==> config.mk <==
export PLATFORM = sky130hd
export DESIGN_NAME = wiper_device_flat
export DESIGN_NICKNAME = d
export VERILOG_FILES = /design/src/verilog/wiper_pkg.sv /design/src/verilog/wiper_link_if.sv /design/src/verilog/tap_decoder.sv /design/src/verilog/wiper_device.sv /design/src/flat_wrapper.sv
export VERILOG_INCLUDE_DIRS = /design/src /design/src/verilog
export SDC_FILE = /design/constraint.sdc
export NUM_CORES = 1
export LEC_CHECK = 0
export ABC_AREA = 0
export BUFFER_PORTS_ARGS = -buffer_cell sky130_fd_sc_hd__buf_4
export CORE_UTILIZATION = 40
export CTS_BUF_LIST = sky130_fd_sc_hd__clkbuf_2 sky130_fd_sc_hd__clkbuf_4 sky130_fd_sc_hd__clkbuf_8
export CTS_CLUSTER_SIZE = 30
export DETAILED_ROUTE_END_ITERATION = 12
export HOLD_SLACK_MARGIN = 0.08
export SKIP_LAST_GASP = 1
export SYNTH_ARGS = -nofsm -noshare
export SYNTH_HDL_FRONTEND = slang
export SYNTH_SLANG_ARGS = --single-unit
export TNS_END_PERCENT = 50
==> constraint.sdc <==
create_clock -name clk_i -period 3.2 [get_ports clk_i]
set_clock_uncertainty 0.15 [all_clocks]
set_input_delay 0 -clock clk_i [delete_from_list [all_inputs] [get_ports clk_i]]
set_output_delay 0 -clock clk_i [all_outputs]
set_load 0.1 [all_outputs]
==> src/verilog/wiper_params.svh <==
`ifndef WIPER_PARAMS_SVH
`define WIPER_PARAMS_SVH

`define TAP_COUNT 64
`define POS_W 6
`define NUM_POTS 2
`define NUM_SLOTS 4
`define SLOT_W 2
`define POT_W 1
`define DATA_W 8
`define OP_W 4
`define POS_MAX 6'h3f
`define POS_MIN 6'h00
`define POS_RESET 6'h20
`define AMP_RESET 8'h00
`define POWERUP_SLOT 2'h0
`define CLK_PERIOD_NS 10
`define NV_WRITE_TIME_NS 10000
`define NV_WRITE_CYCLES ((`NV_WRITE_TIME_NS + `CLK_PERIOD_NS - 1) / `CLK_PERIOD_NS)
`define NV_CNT_W 10
`define STEP_HOLD_CYCLES 2
`define HOLD_CNT_W 2

`endif

==> src/verilog/wiper_pkg.sv <==
`include "wiper_params.svh"
`default_nettype none
package wiper_pkg;
    typedef logic [`POS_W-1:0] pos_t;
    typedef logic [`DATA_W-1:0] data_t;

    typedef enum logic [`OP_W-1:0] {
        OP_READ_WIPER = 4'h0,
        OP_WRITE_WIPER = 4'h1,
        OP_READ_STORED = 4'h2,
        OP_WRITE_STORED = 4'h3,
        OP_STORED_TO_WIPER = 4'h4,
        OP_WIPER_TO_STORED = 4'h5,
        OP_GLOBAL_TO_WIPER = 4'h6,
        OP_GLOBAL_TO_STORED = 4'h7,
        OP_STEP_WIPER = 4'h8,
        OP_READ_BUSY = 4'h9,
        OP_WRITE_AMP = 4'ha,
        OP_READ_AMP = 4'hb
    } opcode_t;

    typedef enum logic [2:0] {
        ST_RESTORE = 3'h1,
        ST_READY = 3'h2,
        ST_NV_WRITE = 3'h4
    } dev_state_t;

    typedef enum logic [3:0] {
        HS_IDLE = 4'h1,
        HS_HIGH = 4'h2,
        HS_LOW = 4'h4,
        HS_RELEASE = 4'h8
    } host_state_t;
endpackage
`default_nettype wire

==> src/verilog/wiper_link_if.sv <==
`include "wiper_params.svh"
`default_nettype none
interface wiper_link_if;
    import wiper_pkg::*;
    logic cs_n;
    logic step;
    logic dir;
    logic cmd_valid;
    logic cmd_ready;
    opcode_t cmd_op;
    logic [`POT_W-1:0] cmd_pot;
    logic [`SLOT_W-1:0] cmd_slot;
    data_t cmd_data;
    logic rsp_valid;
    data_t rsp_data;

    modport host (
        output cs_n, step, dir, cmd_valid, cmd_op, cmd_pot, cmd_slot, cmd_data,
        input cmd_ready, rsp_valid, rsp_data
    );
    modport device (
        input cs_n, step, dir, cmd_valid, cmd_op, cmd_pot, cmd_slot, cmd_data,
        output cmd_ready, rsp_valid, rsp_data
    );
endinterface
`default_nettype wire

==> src/verilog/tap_decoder.sv <==
`include "wiper_params.svh"
`default_nettype none
module tap_decoder
    import wiper_pkg::*;
(
    input wire pos_t pos_i,
    output logic [`TAP_COUNT-1:0] tap_sel_o
);
    always_comb
    begin
        tap_sel_o = '0;
        tap_sel_o[pos_i] = 1'b1;
    end
endmodule // tap_decoder
`default_nettype wire

==> src/verilog/wiper_device.sv <==
`include "wiper_params.svh"
`default_nettype none
module wiper_device
    import wiper_pkg::*;
#(
    parameter int NV_WRITE_CYCLES = `NV_WRITE_CYCLES
)
(
    input wire logic clk_i,
    input wire logic rst_i,
    wiper_link_if.device bus,
    output logic [`NUM_POTS-1:0][`TAP_COUNT-1:0] tap_sel_o,
    output logic [`NUM_POTS-1:0][`POS_W-1:0] wiper_pos_o,
    output logic [`DATA_W-1:0] amp_ctrl_o,
    output logic nv_write_busy_o
);
    localparam logic [`NV_CNT_W-1:0] NV_LAST = `NV_CNT_W'(NV_WRITE_CYCLES - 1);

    dev_state_t state_reg;
    dev_state_t state_next;
    logic [`NV_CNT_W-1:0] cnt_reg;
    logic [`NV_CNT_W-1:0] cnt_next;
    pos_t wiper_reg [`NUM_POTS];
    pos_t wiper_next [`NUM_POTS];
    pos_t stored_reg [`NUM_POTS][`NUM_SLOTS];
    pos_t stored_next [`NUM_POTS][`NUM_SLOTS];
    data_t amp_reg;
    data_t amp_next;
    logic step_prev_reg;
    logic step_prev_next;
    logic rsp_valid_reg;
    logic rsp_valid_next;
    data_t rsp_data_reg;
    data_t rsp_data_next;
    logic busy;
    logic cmd_fire;
    logic step_fall;

    function automatic pos_t step_pos(input pos_t pos, input logic up);
        if (up)
        begin
            step_pos = (pos == `POS_MAX) ? pos : pos + 1'b1;
        end
        else
        begin
            step_pos = (pos == `POS_MIN) ? pos : pos - 1'b1;
        end
    endfunction

    function automatic data_t to_data(input pos_t pos);
        to_data = {{(`DATA_W - `POS_W){1'b0}}, pos};
    endfunction

    function automatic logic writes_nv(input opcode_t op);
        writes_nv = (op == OP_WRITE_STORED) || (op == OP_WIPER_TO_STORED) ||
                    (op == OP_GLOBAL_TO_STORED);
    endfunction

    assign busy = (state_reg == ST_NV_WRITE);
    assign nv_write_busy_o = busy;
    // nv writes wait for the previous one; everything else is taken, except during restore when nothing is
    assign bus.cmd_ready = (state_reg != ST_RESTORE) && !(busy && writes_nv(bus.cmd_op));
    assign cmd_fire = bus.cmd_valid && bus.cmd_ready;
    assign bus.rsp_valid = rsp_valid_reg;
    assign bus.rsp_data = rsp_data_reg;
    assign amp_ctrl_o = amp_reg;
    assign step_fall = !bus.cs_n && step_prev_reg && !bus.step;

    always_comb
    begin
        state_next = state_reg;
        cnt_next = cnt_reg;
        wiper_next = wiper_reg;
        stored_next = stored_reg;
        amp_next = amp_reg;
        step_prev_next = bus.step;
        rsp_valid_next = 1'b0;
        rsp_data_next = rsp_data_reg;
        case (state_reg)
            ST_RESTORE:
            begin
                for (int p = 0; p < `NUM_POTS; p++)
                begin
                    wiper_next[p] = stored_reg[p][`POWERUP_SLOT];
                end
                state_next = ST_READY;
            end
            ST_READY, ST_NV_WRITE:
            begin
                if (state_reg == ST_NV_WRITE)
                begin
                    if (cnt_reg == '0)
                    begin
                        state_next = ST_READY;
                    end
                    else
                    begin
                        cnt_next = cnt_reg - 1'b1;
                    end
                end
                if (step_fall)
                begin
                    wiper_next[0] = step_pos(wiper_reg[0], bus.dir);
                end
                if (cmd_fire)
                begin
                    rsp_valid_next = 1'b1;
                    rsp_data_next = '0;
                    case (bus.cmd_op)
                        OP_READ_WIPER:
                        begin
                            rsp_data_next = to_data(wiper_reg[bus.cmd_pot]);
                        end
                        OP_WRITE_WIPER:
                        begin
                            wiper_next[bus.cmd_pot] = bus.cmd_data[`POS_W-1:0];
                        end
                        OP_READ_STORED:
                        begin
                            rsp_data_next = to_data(stored_reg[bus.cmd_pot][bus.cmd_slot]);
                        end
                        OP_WRITE_STORED:
                        begin
                            stored_next[bus.cmd_pot][bus.cmd_slot] = bus.cmd_data[`POS_W-1:0];
                            state_next = ST_NV_WRITE;
                            cnt_next = NV_LAST;
                        end
                        OP_STORED_TO_WIPER:
                        begin
                            wiper_next[bus.cmd_pot] = stored_reg[bus.cmd_pot][bus.cmd_slot];
                        end
                        OP_WIPER_TO_STORED:
                        begin
                            stored_next[bus.cmd_pot][bus.cmd_slot] = wiper_reg[bus.cmd_pot];
                            state_next = ST_NV_WRITE;
                            cnt_next = NV_LAST;
                        end
                        OP_GLOBAL_TO_WIPER:
                        begin
                            for (int p = 0; p < `NUM_POTS; p++)
                            begin
                                wiper_next[p] = stored_reg[p][bus.cmd_slot];
                            end
                        end
                        OP_GLOBAL_TO_STORED:
                        begin
                            for (int p = 0; p < `NUM_POTS; p++)
                            begin
                                stored_next[p][bus.cmd_slot] = wiper_reg[p];
                            end
                            state_next = ST_NV_WRITE;
                            cnt_next = NV_LAST;
                        end
                        OP_STEP_WIPER:
                        begin
                            wiper_next[bus.cmd_pot] =
                                step_pos(wiper_reg[bus.cmd_pot], bus.cmd_data[0]);
                        end
                        OP_READ_BUSY:
                        begin
                            rsp_data_next = {{(`DATA_W - 1){1'b0}}, busy};
                        end
                        OP_WRITE_AMP:
                        begin
                            amp_next = bus.cmd_data;
                        end
                        OP_READ_AMP:
                        begin
                            rsp_data_next = amp_reg;
                        end
                        default:
                        begin
                            rsp_data_next = '0;
                        end
                    endcase
                end
            end
            default:
            begin
                state_next = ST_RESTORE;
            end
        endcase
    end

    always_ff @(posedge clk_i or posedge rst_i)
    begin
        if (rst_i)
        begin
            state_reg <= ST_RESTORE;
            cnt_reg <= '0;
            amp_reg <= `AMP_RESET;
            step_prev_reg <= 1'b0;
            rsp_valid_reg <= 1'b0;
            rsp_data_reg <= '0;
            for (int p = 0; p < `NUM_POTS; p++)
            begin
                wiper_reg[p] <= `POS_RESET;
                for (int s = 0; s < `NUM_SLOTS; s++)
                begin
                    stored_reg[p][s] <= `POS_RESET;
                end
            end
        end
        else
        begin
            state_reg <= state_next;
            cnt_reg <= cnt_next;
            amp_reg <= amp_next;
            step_prev_reg <= step_prev_next;
            rsp_valid_reg <= rsp_valid_next;
            rsp_data_reg <= rsp_data_next;
            wiper_reg <= wiper_next;
            stored_reg <= stored_next;
        end
    end

    for (genvar p = 0; p < `NUM_POTS; p++)
    begin : g_pot
        assign wiper_pos_o[p] = wiper_reg[p];
        tap_decoder u_dec (
            .pos_i(wiper_reg[p]),
            .tap_sel_o(tap_sel_o[p])
        );
    end
endmodule // wiper_device
`default_nettype wire

==> src/flat_wrapper.sv <==
// flat-port wrapper written by rule: the top's interface ports become plain ports
module wiper_device_flat import wiper_pkg::*;
#(
    parameter int NV_WRITE_CYCLES = `NV_WRITE_CYCLES
)
  (clk_i, rst_i, tap_sel_o, wiper_pos_o, amp_ctrl_o, nv_write_busy_o, bus_cs_n, bus_step, bus_dir, bus_cmd_valid, bus_cmd_op, bus_cmd_pot, bus_cmd_slot, bus_cmd_data, bus_cmd_ready, bus_rsp_valid, bus_rsp_data);
  wiper_link_if bus_i ();
  input wire logic clk_i;
  input wire logic rst_i;
  output logic [`NUM_POTS-1:0][`TAP_COUNT-1:0] tap_sel_o;
  output logic [`NUM_POTS-1:0][`POS_W-1:0] wiper_pos_o;
  output logic [`DATA_W-1:0] amp_ctrl_o;
  output logic nv_write_busy_o;
  input wire logic [$bits(bus_i.cs_n)-1:0] bus_cs_n;
  input wire logic [$bits(bus_i.step)-1:0] bus_step;
  input wire logic [$bits(bus_i.dir)-1:0] bus_dir;
  input wire logic [$bits(bus_i.cmd_valid)-1:0] bus_cmd_valid;
  input wire logic [$bits(bus_i.cmd_op)-1:0] bus_cmd_op;
  input wire logic [$bits(bus_i.cmd_pot)-1:0] bus_cmd_pot;
  input wire logic [$bits(bus_i.cmd_slot)-1:0] bus_cmd_slot;
  input wire logic [$bits(bus_i.cmd_data)-1:0] bus_cmd_data;
  output wire logic [$bits(bus_i.cmd_ready)-1:0] bus_cmd_ready;
  output wire logic [$bits(bus_i.rsp_valid)-1:0] bus_rsp_valid;
  output wire logic [$bits(bus_i.rsp_data)-1:0] bus_rsp_data;
  assign bus_i.cs_n = bus_cs_n;
  assign bus_i.step = bus_step;
  assign bus_i.dir = bus_dir;
  assign bus_i.cmd_valid = bus_cmd_valid;
  assign bus_i.cmd_op = bus_cmd_op;
  assign bus_i.cmd_pot = bus_cmd_pot;
  assign bus_i.cmd_slot = bus_cmd_slot;
  assign bus_i.cmd_data = bus_cmd_data;
  assign bus_cmd_ready = bus_i.cmd_ready;
  assign bus_rsp_valid = bus_i.rsp_valid;
  assign bus_rsp_data = bus_i.rsp_data;
  wiper_device #(.NV_WRITE_CYCLES(NV_WRITE_CYCLES)) u_core (.clk_i(clk_i), .rst_i(rst_i), .bus(bus_i), .tap_sel_o(tap_sel_o), .wiper_pos_o(wiper_pos_o), .amp_ctrl_o(amp_ctrl_o), .nv_write_busy_o(nv_write_busy_o));
endmodule
==> results.sh, run 1 <==
export IMPL_status="completed"
export IMPL_grt_antenna_before_repair=0
export IMPL_core_area_um2=19500
export IMPL_layout_common_cells="buf_4, nor2_1, a21oi_1"
export IMPL_overflow=0
export IMPL_arrival_ps=3020
export IMPL_num_rows=51
export IMPL_final_setup_viol_count=0
export IMPL_grt_max_degree=76
export IMPL_p_total_w=0.00838
export IMPL_cts_setup_buffers=0
export IMPL_syn_avg_cell_area_um2=7.51
export IMPL_clockRootBuffer="clkbuf_8"
export IMPL_start_util_pct=40.9
export IMPL_r2r_end="u_core.wiper_pos_o[4]"
export IMPL_globalplace_congestion=0.909
export IMPL_drt_iter0_markers=957
export IMPL_hold_viol_final=0
export IMPL_ys_types=83
export IMPL_die_x_um=143
export IMPL_drc=0
export IMPL_antenna_left=0
export IMPL_drv_slew=0
export IMPL_clk_pin_slew_worst_paths_ps=90
export IMPL_r2r_cells=9
export IMPL_routed_via_density=5.99
export IMPL_post_route_period_util_pct=90.5
export IMPL_area_growth_pct=25.3
export IMPL_fin_nets=1239
export IMPL_power_density_nw_per_um2=839
export IMPL_cts_buffers=9
export IMPL_insertion_delay_ps=390
export IMPL_regToRegStartpoint="u_core.wiper_pos_o[1]"
export IMPL_required_ps=3330
export IMPL_synthArstFlopShare_pct=100
export IMPL_die_h_um=143
export IMPL_synthFlopType="dfrtp_1"
export IMPL_syn_num_nets=1089
export IMPL_dp_hpwl_um=21400
export IMPL_cp_start_kind="flop"
export IMPL_critPathLaunch="u_core.wiper_pos_o[1]"
export IMPL_cts_tree="built"
export IMPL_clock_sinks=91
export IMPL_port_buffers=179
export IMPL_endpoint="u_core.wiper_pos_o[4]"
export IMPL_criticalPathCategory="reg -> reg"
export IMPL_synthCells=1061
export IMPL_die_area_um2=20500
export IMPL_max_freq_mhz=345
export IMPL_maxCapViolCount=0
export IMPL_synth_edf_count=0
export IMPL_pin_count=180
export IMPL_fin_util_pct=51.3
export IMPL_clock_path_buffers=2
export IMPL_drt_total_wl_um=30100
export IMPL_cp_end_kind="flop"
export IMPL_ys_seq_area_share_pct=28.8
export IMPL_period_minus_slack_ps=2900
export IMPL_num_fill_cells=1926
export IMPL_leakage_nw=4.24
export IMPL_final_setup_tns_ps=0
export IMPL_ys_ff_latch=91
export IMPL_ir_worst_vdd_uv=280
export IMPL_h_tree_depth=3
export IMPL_wl_per_cell_um=20.3
export IMPL_first_pass_iters=7
export IMPL_crit_fanout=13
export IMPL_tightest_slew_ps=1010
export IMPL_yosysWarnings=0
export IMPL_grt_first_pass_wirelength_um=45800
export IMPL_hold_path_class="in -> reg"
export IMPL_maxSlewHeadroom_pct=32.5
export IMPL_final_common_cell="buf_4"
export IMPL_r2r_slack_ps=300
export IMPL_drive_gt1_share_pct=29.2
export IMPL_vias=8876
export IMPL_grt_pass1_vias=7820
export IMPL_syn_area_um2=7970
export IMPL_rsz0062_at_grt="false"
export IMPL_track_usage_pct=29.0
timing repair:
| action | in CTS | in global routing |
|---|---|---|
| endpoints found under the hold margin | 134 | 0 |
| resized for setup | 0 | 0 |
| hold buffers | 17 | 0 |
power by group:
part	internal (W)	switching, W
clock	0.000329	0.000457
sequential	0.00165	0.000580
combinational	0.00156	0.00381
total	0.00353	0.00484
critical path, cell delays in order (launching register included):
cell           delay, ps
dfrtp_1              400
buf_4                190
inv_1                380
ha_1                 270
nand2_1               70
xor2_1               140
o32ai_1              210
o21ai_0              120
dlygate4sd3_1        590
a221oi_1             280
per-layer routing:
| layer | GRT usage, % | vias to the layer above | share of wire [%] |
|---|---|---|---|
| met5 | 0 | - | 0 |
| met4 | 10.2 | 0 | 2.3 |
| met3 | 4.80 | 49 | 6.9 |
| met2 | 43.8 | 388 | 45 |
| met1 | 41.6 | 4291 | 45 |
| li1 | - | 4148 | - |
through the flow:
step                      setup slack, ps  hold WS (ps)  std cells  area (um^2)
after floorplan                      -634          -119       1061         8090
after global placement                586         -23.1       1448         9620
after detailed placement              513         -20.8       1448         9620
after CTS                             309           125       1481         9980
after global routing                  126           147       1481         9980
final                                 304           131       1482         9980
logic make-up (layout without fill, tap and decap cells):
group | Yosys count | count (layout) | share of synthesized area (%)
buffers and inverters | 107 | 262 | 5.67
other | 0 | 1 | 0
muxes | 82 | 82 | 12.3
and+or+nand+nor | 447 | 447 | 26.7
DFF | 91 | 91 | 28.8
adders and majority gates | 7 | 7 | 1.10
AOI/OAI and AO/OA | 316 | 316 | 24.3
xor gates and xnor gates | 11 | 11 | 1.21
synthesized netlist by cell type (all sizes together) (12+ instances only):
cell	instances	area, um^2
nor2	240	903
or3	12	80.1
mux2	37	417
nor3	18	100
clkbuf	58	218
mux2i	36	360
nand3	29	145
inv	19	71.3
dfrtp	80	2000
buf	30	163
o21ai	72	364
o22ai	49	307
a21oi	105	526
nand2	66	250
final cells by class:
cell class / instances / area (um^2) / area share, %
repair buffers: 227 / 1750 / 17.5
inverters: 19 / 73.8 / 0.740
clock inverters: 4 / 33.8 / 0.338
clock buffers: 12 / 153 / 1.53
multi-input cells: 863 / 5350 / 53.6
diodes: 1 / 2.50 / 0.0251
flip-flops and latches: 91 / 2290 / 23.0
well taps: 265 / 332 / 3.32
worst min-delay path by stage:
stage                         from              endpoint  depth (start not counted)  slack (ps)
final                     bus_step  u_core.step_prev_reg                          2         130
after global routing      bus_step  u_core.step_prev_reg                          2         150
after floorplan           bus_step  u_core.step_prev_reg                          0        -120
after global placement    bus_step  u_core.step_prev_reg                          1         -20
after CTS                 bus_step  u_core.step_prev_reg                          2         130
after detailed placement  bus_step  u_core.step_prev_reg                          1         -20
Power figures use the tool's default switching activity.
==> run 2: changes to the inputs <==
--- a/config.mk
+++ b/config.mk
@@ -9,3 +9,4 @@
 export ABC_AREA = 0
-export BUFFER_PORTS_ARGS = -buffer_cell sky130_fd_sc_hd__buf_4
+export BUFFER_PORTS_ARGS = -buffer_cell sky130_fd_sc_hd__buf_2
+export CAP_MARGIN = 40
 export CORE_UTILIZATION = 40
--- a/constraint.sdc
+++ b/constraint.sdc
@@ -4,2 +4,2 @@
 set_output_delay 0 -clock clk_i [all_outputs]
-set_load 0.1 [all_outputs]
+set_load 0.05 [all_outputs]
==> run 2 against run 1 <==
  * Critical path depth is the same
  * Maximum frequency down 1.7%
  * Worst setup slack lost 51 ps
  * Global-route usage grew 0.44 points
  * Hold slack worse by 27 ps
  * Sequential power hardly changed
  * Clock power increased by 27%
  * Non-clock buffer count is 2 higher
  * Count of clock-buffer cells in the layout decreased by 3
  * Sequential share of layout area is 1.2 points higher
  * Critical path type unchanged
  * Largest power group unchanged
==> results.sh, run 2 (synthesis results as in run 1) <==
export IMPL_status="completed"
export IMPL_slowest_stage="dlygate4sd3_1"
export IMPL_maxSlewHeadroom_pct=44.6
export IMPL_wl_per_cell_um=20.2
export IMPL_cp_end_kind="flop"
export IMPL_core_area_um2=19500
export IMPL_rsz0062_at_grt="false"
export IMPL_clk_pin_slew_worst_paths_ps=100
export IMPL_diodes=0
export IMPL_cts_setup_buffers=0
export IMPL_pin_count=180
export IMPL_grt_first_pass_wirelength_um=46300
export IMPL_globalplace_congestion=0.967
export IMPL_cp_start_kind="flop"
export IMPL_tightest_slew_ps=823
export IMPL_clockRootBuffer="clkbuf_8"
export IMPL_track_usage_pct=29.5
export IMPL_cts_tree="built"
export IMPL_crit_fanout=13
export IMPL_drv_slew=0
export IMPL_vias=9025
export IMPL_leakage_nw=4.27
export IMPL_grt_max_degree=51
export IMPL_drt_iter0_markers=987
export IMPL_dpl_cell_count=1451
export IMPL_layout_common_cells="nor2_1, buf_2, a21oi_1"
export IMPL_die_x_um=143
export IMPL_post_route_period_util_pct=92.1
export IMPL_maxCapViolCount=0
export IMPL_criticalPathCategory="reg -> reg"
export IMPL_period_minus_slack_ps=2950
export IMPL_max_freq_mhz=339
export IMPL_hold_path_class="in -> reg"
export IMPL_seq_area_um2=2290
export IMPL_hold_viol_final=0
export IMPL_cts_resized=0
export IMPL_drt_total_wl_um=29900
export IMPL_required_ps=3350
export IMPL_die_area_um2=20500
export IMPL_num_fill_cells=1952
export IMPL_instances_no_fill=1483
export IMPL_power_density_nw_per_um2=788
export IMPL_start_util_pct=40.9
export IMPL_overflow=0
export IMPL_clock_path_buffers=2
export IMPL_crit_chain="buf_4 -> inv_1 -> ha_1 -> nand2_1 -> xor2_1 -> o32ai_1 -> o21ai_0 -> dlygate4sd3_1 -> a221oi_1"
export IMPL_die_h_um=143
export IMPL_grt_antenna_before_repair=0
export IMPL_num_rows=51
export IMPL_h_tree_depth=3
export IMPL_first_pass_iters=7
export IMPL_multi_input_area_um2=5230
export IMPL_drc=0
export IMPL_drive_gt1_share_pct=25.7
export IMPL_final_common_cell="nor2_1"
export IMPL_grt_pass1_vias=7966
export IMPL_clock_sinks=91
export IMPL_routed_via_density=6.09
export IMPL_fin_nets=1241
export IMPL_arrival_ps=3100
export IMPL_critPathMaxStageDelay_ps=590
export IMPL_dp_hpwl_um=21500
export IMPL_cts_buffers=9
export IMPL_port_buffers=179
export IMPL_area_growth_pct=19.3
export IMPL_insertion_delay_ps=400
export IMPL_antenna_left=0
export IMPL_final_setup_tns_ps=0
export IMPL_ir_worst_vdd_uv=235
export IMPL_final_setup_viol_count=0
==> run 2: changes by cell type in the layout (fill, tap and decap cells not counted), moves of 2 or more <==
| cell | previous run | this run |
|---|---|---|
| buf_2 | 0 | 179 |
| buf_4 | 210 | 33 |
| nor2_1 | 196 | 239 |
| nor2_2 | 44 | 1 |
| bufinv_16 | 0 | 3 |
| clkbuf_4 | 2 | 0 |
==> run 2: layer usage <==
| metal | global-route usage, % | vias to the layer above | wire length (um) |
|---|---|---|---|
| met5 | 0 | - | 0 |
| met4 | 12.2 | 0 | 1050 |
| met3 | 4.80 | 76 | 2460 |
| met2 | 43.9 | 460 | 13300 |
| met1 | 42.0 | 4345 | 13100 |
| li1 | - | 4144 | - |
==> run 2: final cells by class <==
cell class                      instances  area share, %
Inverter                               19          0.777
Clock buffer                            9           1.30
Clock inverter                          7           1.29
Tap cell                              265           3.49
Sequential cell                        91           24.1
Timing Repair Buffer                  229           14.0
Multi-Input combinational cell        863           55.0
==> run 2: stage by stage <==
stage	total power, W	instance area [um^2]	setup WS, ps	hold WS, ps	utilization, %
6_report	0.00749	9510	254	105	48.8
5_1_grt	0.00796	9510	38.7	138	48.8
4_1_cts	0.00742	9510	250	91.8	48.8
3_5_place_dp	0.00640	9100	479	-136	46.8
3_3_place_gp	0.00636	9070	576	-14.4	46.6
2_1_floorplan	0.00518	7970	300	-119	-
==> run 2: worst max-delay path, delay by kind of cell (launching register included) <==
kind            cells  cell delay, ps
fa+ha+maj           1             280
compound gates      3             650
simple gates        1              70
flops               1             400
buf+inv             3            1180
xor+xnor            1             140
==> run 2: worst paths after layout <==
path	slack (ps)	to	cells after the start	startpoint
min	100	u_core.bus.rsp_data[6]	4	bus_cmd_op[0]
max	250	u_core.wiper_pos_o[4]	9	u_core.wiper_pos_o[1]
max in group asynchronous	1730	u_core.state_reg[0]	5	rst_i
max reg2reg	250	u_core.wiper_pos_o[4]	9	u_core.wiper_pos_o[1]
min reg2reg	350	u_core.bus.rsp_data[7]	2	u_core.bus.rsp_data[7]
min in group asynchronous	560	asynchronous set/reset pin	4	rst_i
==> run 2: where the power goes <==
part / switching, W / internal (W) / leakage, nW
clock: 0.000473 / 0.000524 / 0.116
combinational: 0.00284 / 0.00142 / 3.02
sequential: 0.000590 / 0.00165 / 1.14
total: 0.00390 / 0.00359 / 4.27
==> run 2: repair_timing <==
action / CTS / global route
endpoints found under the setup margin: 0 / 0
hold buffers: 16 / 0
endpoints found under the hold margin: 150 / 0
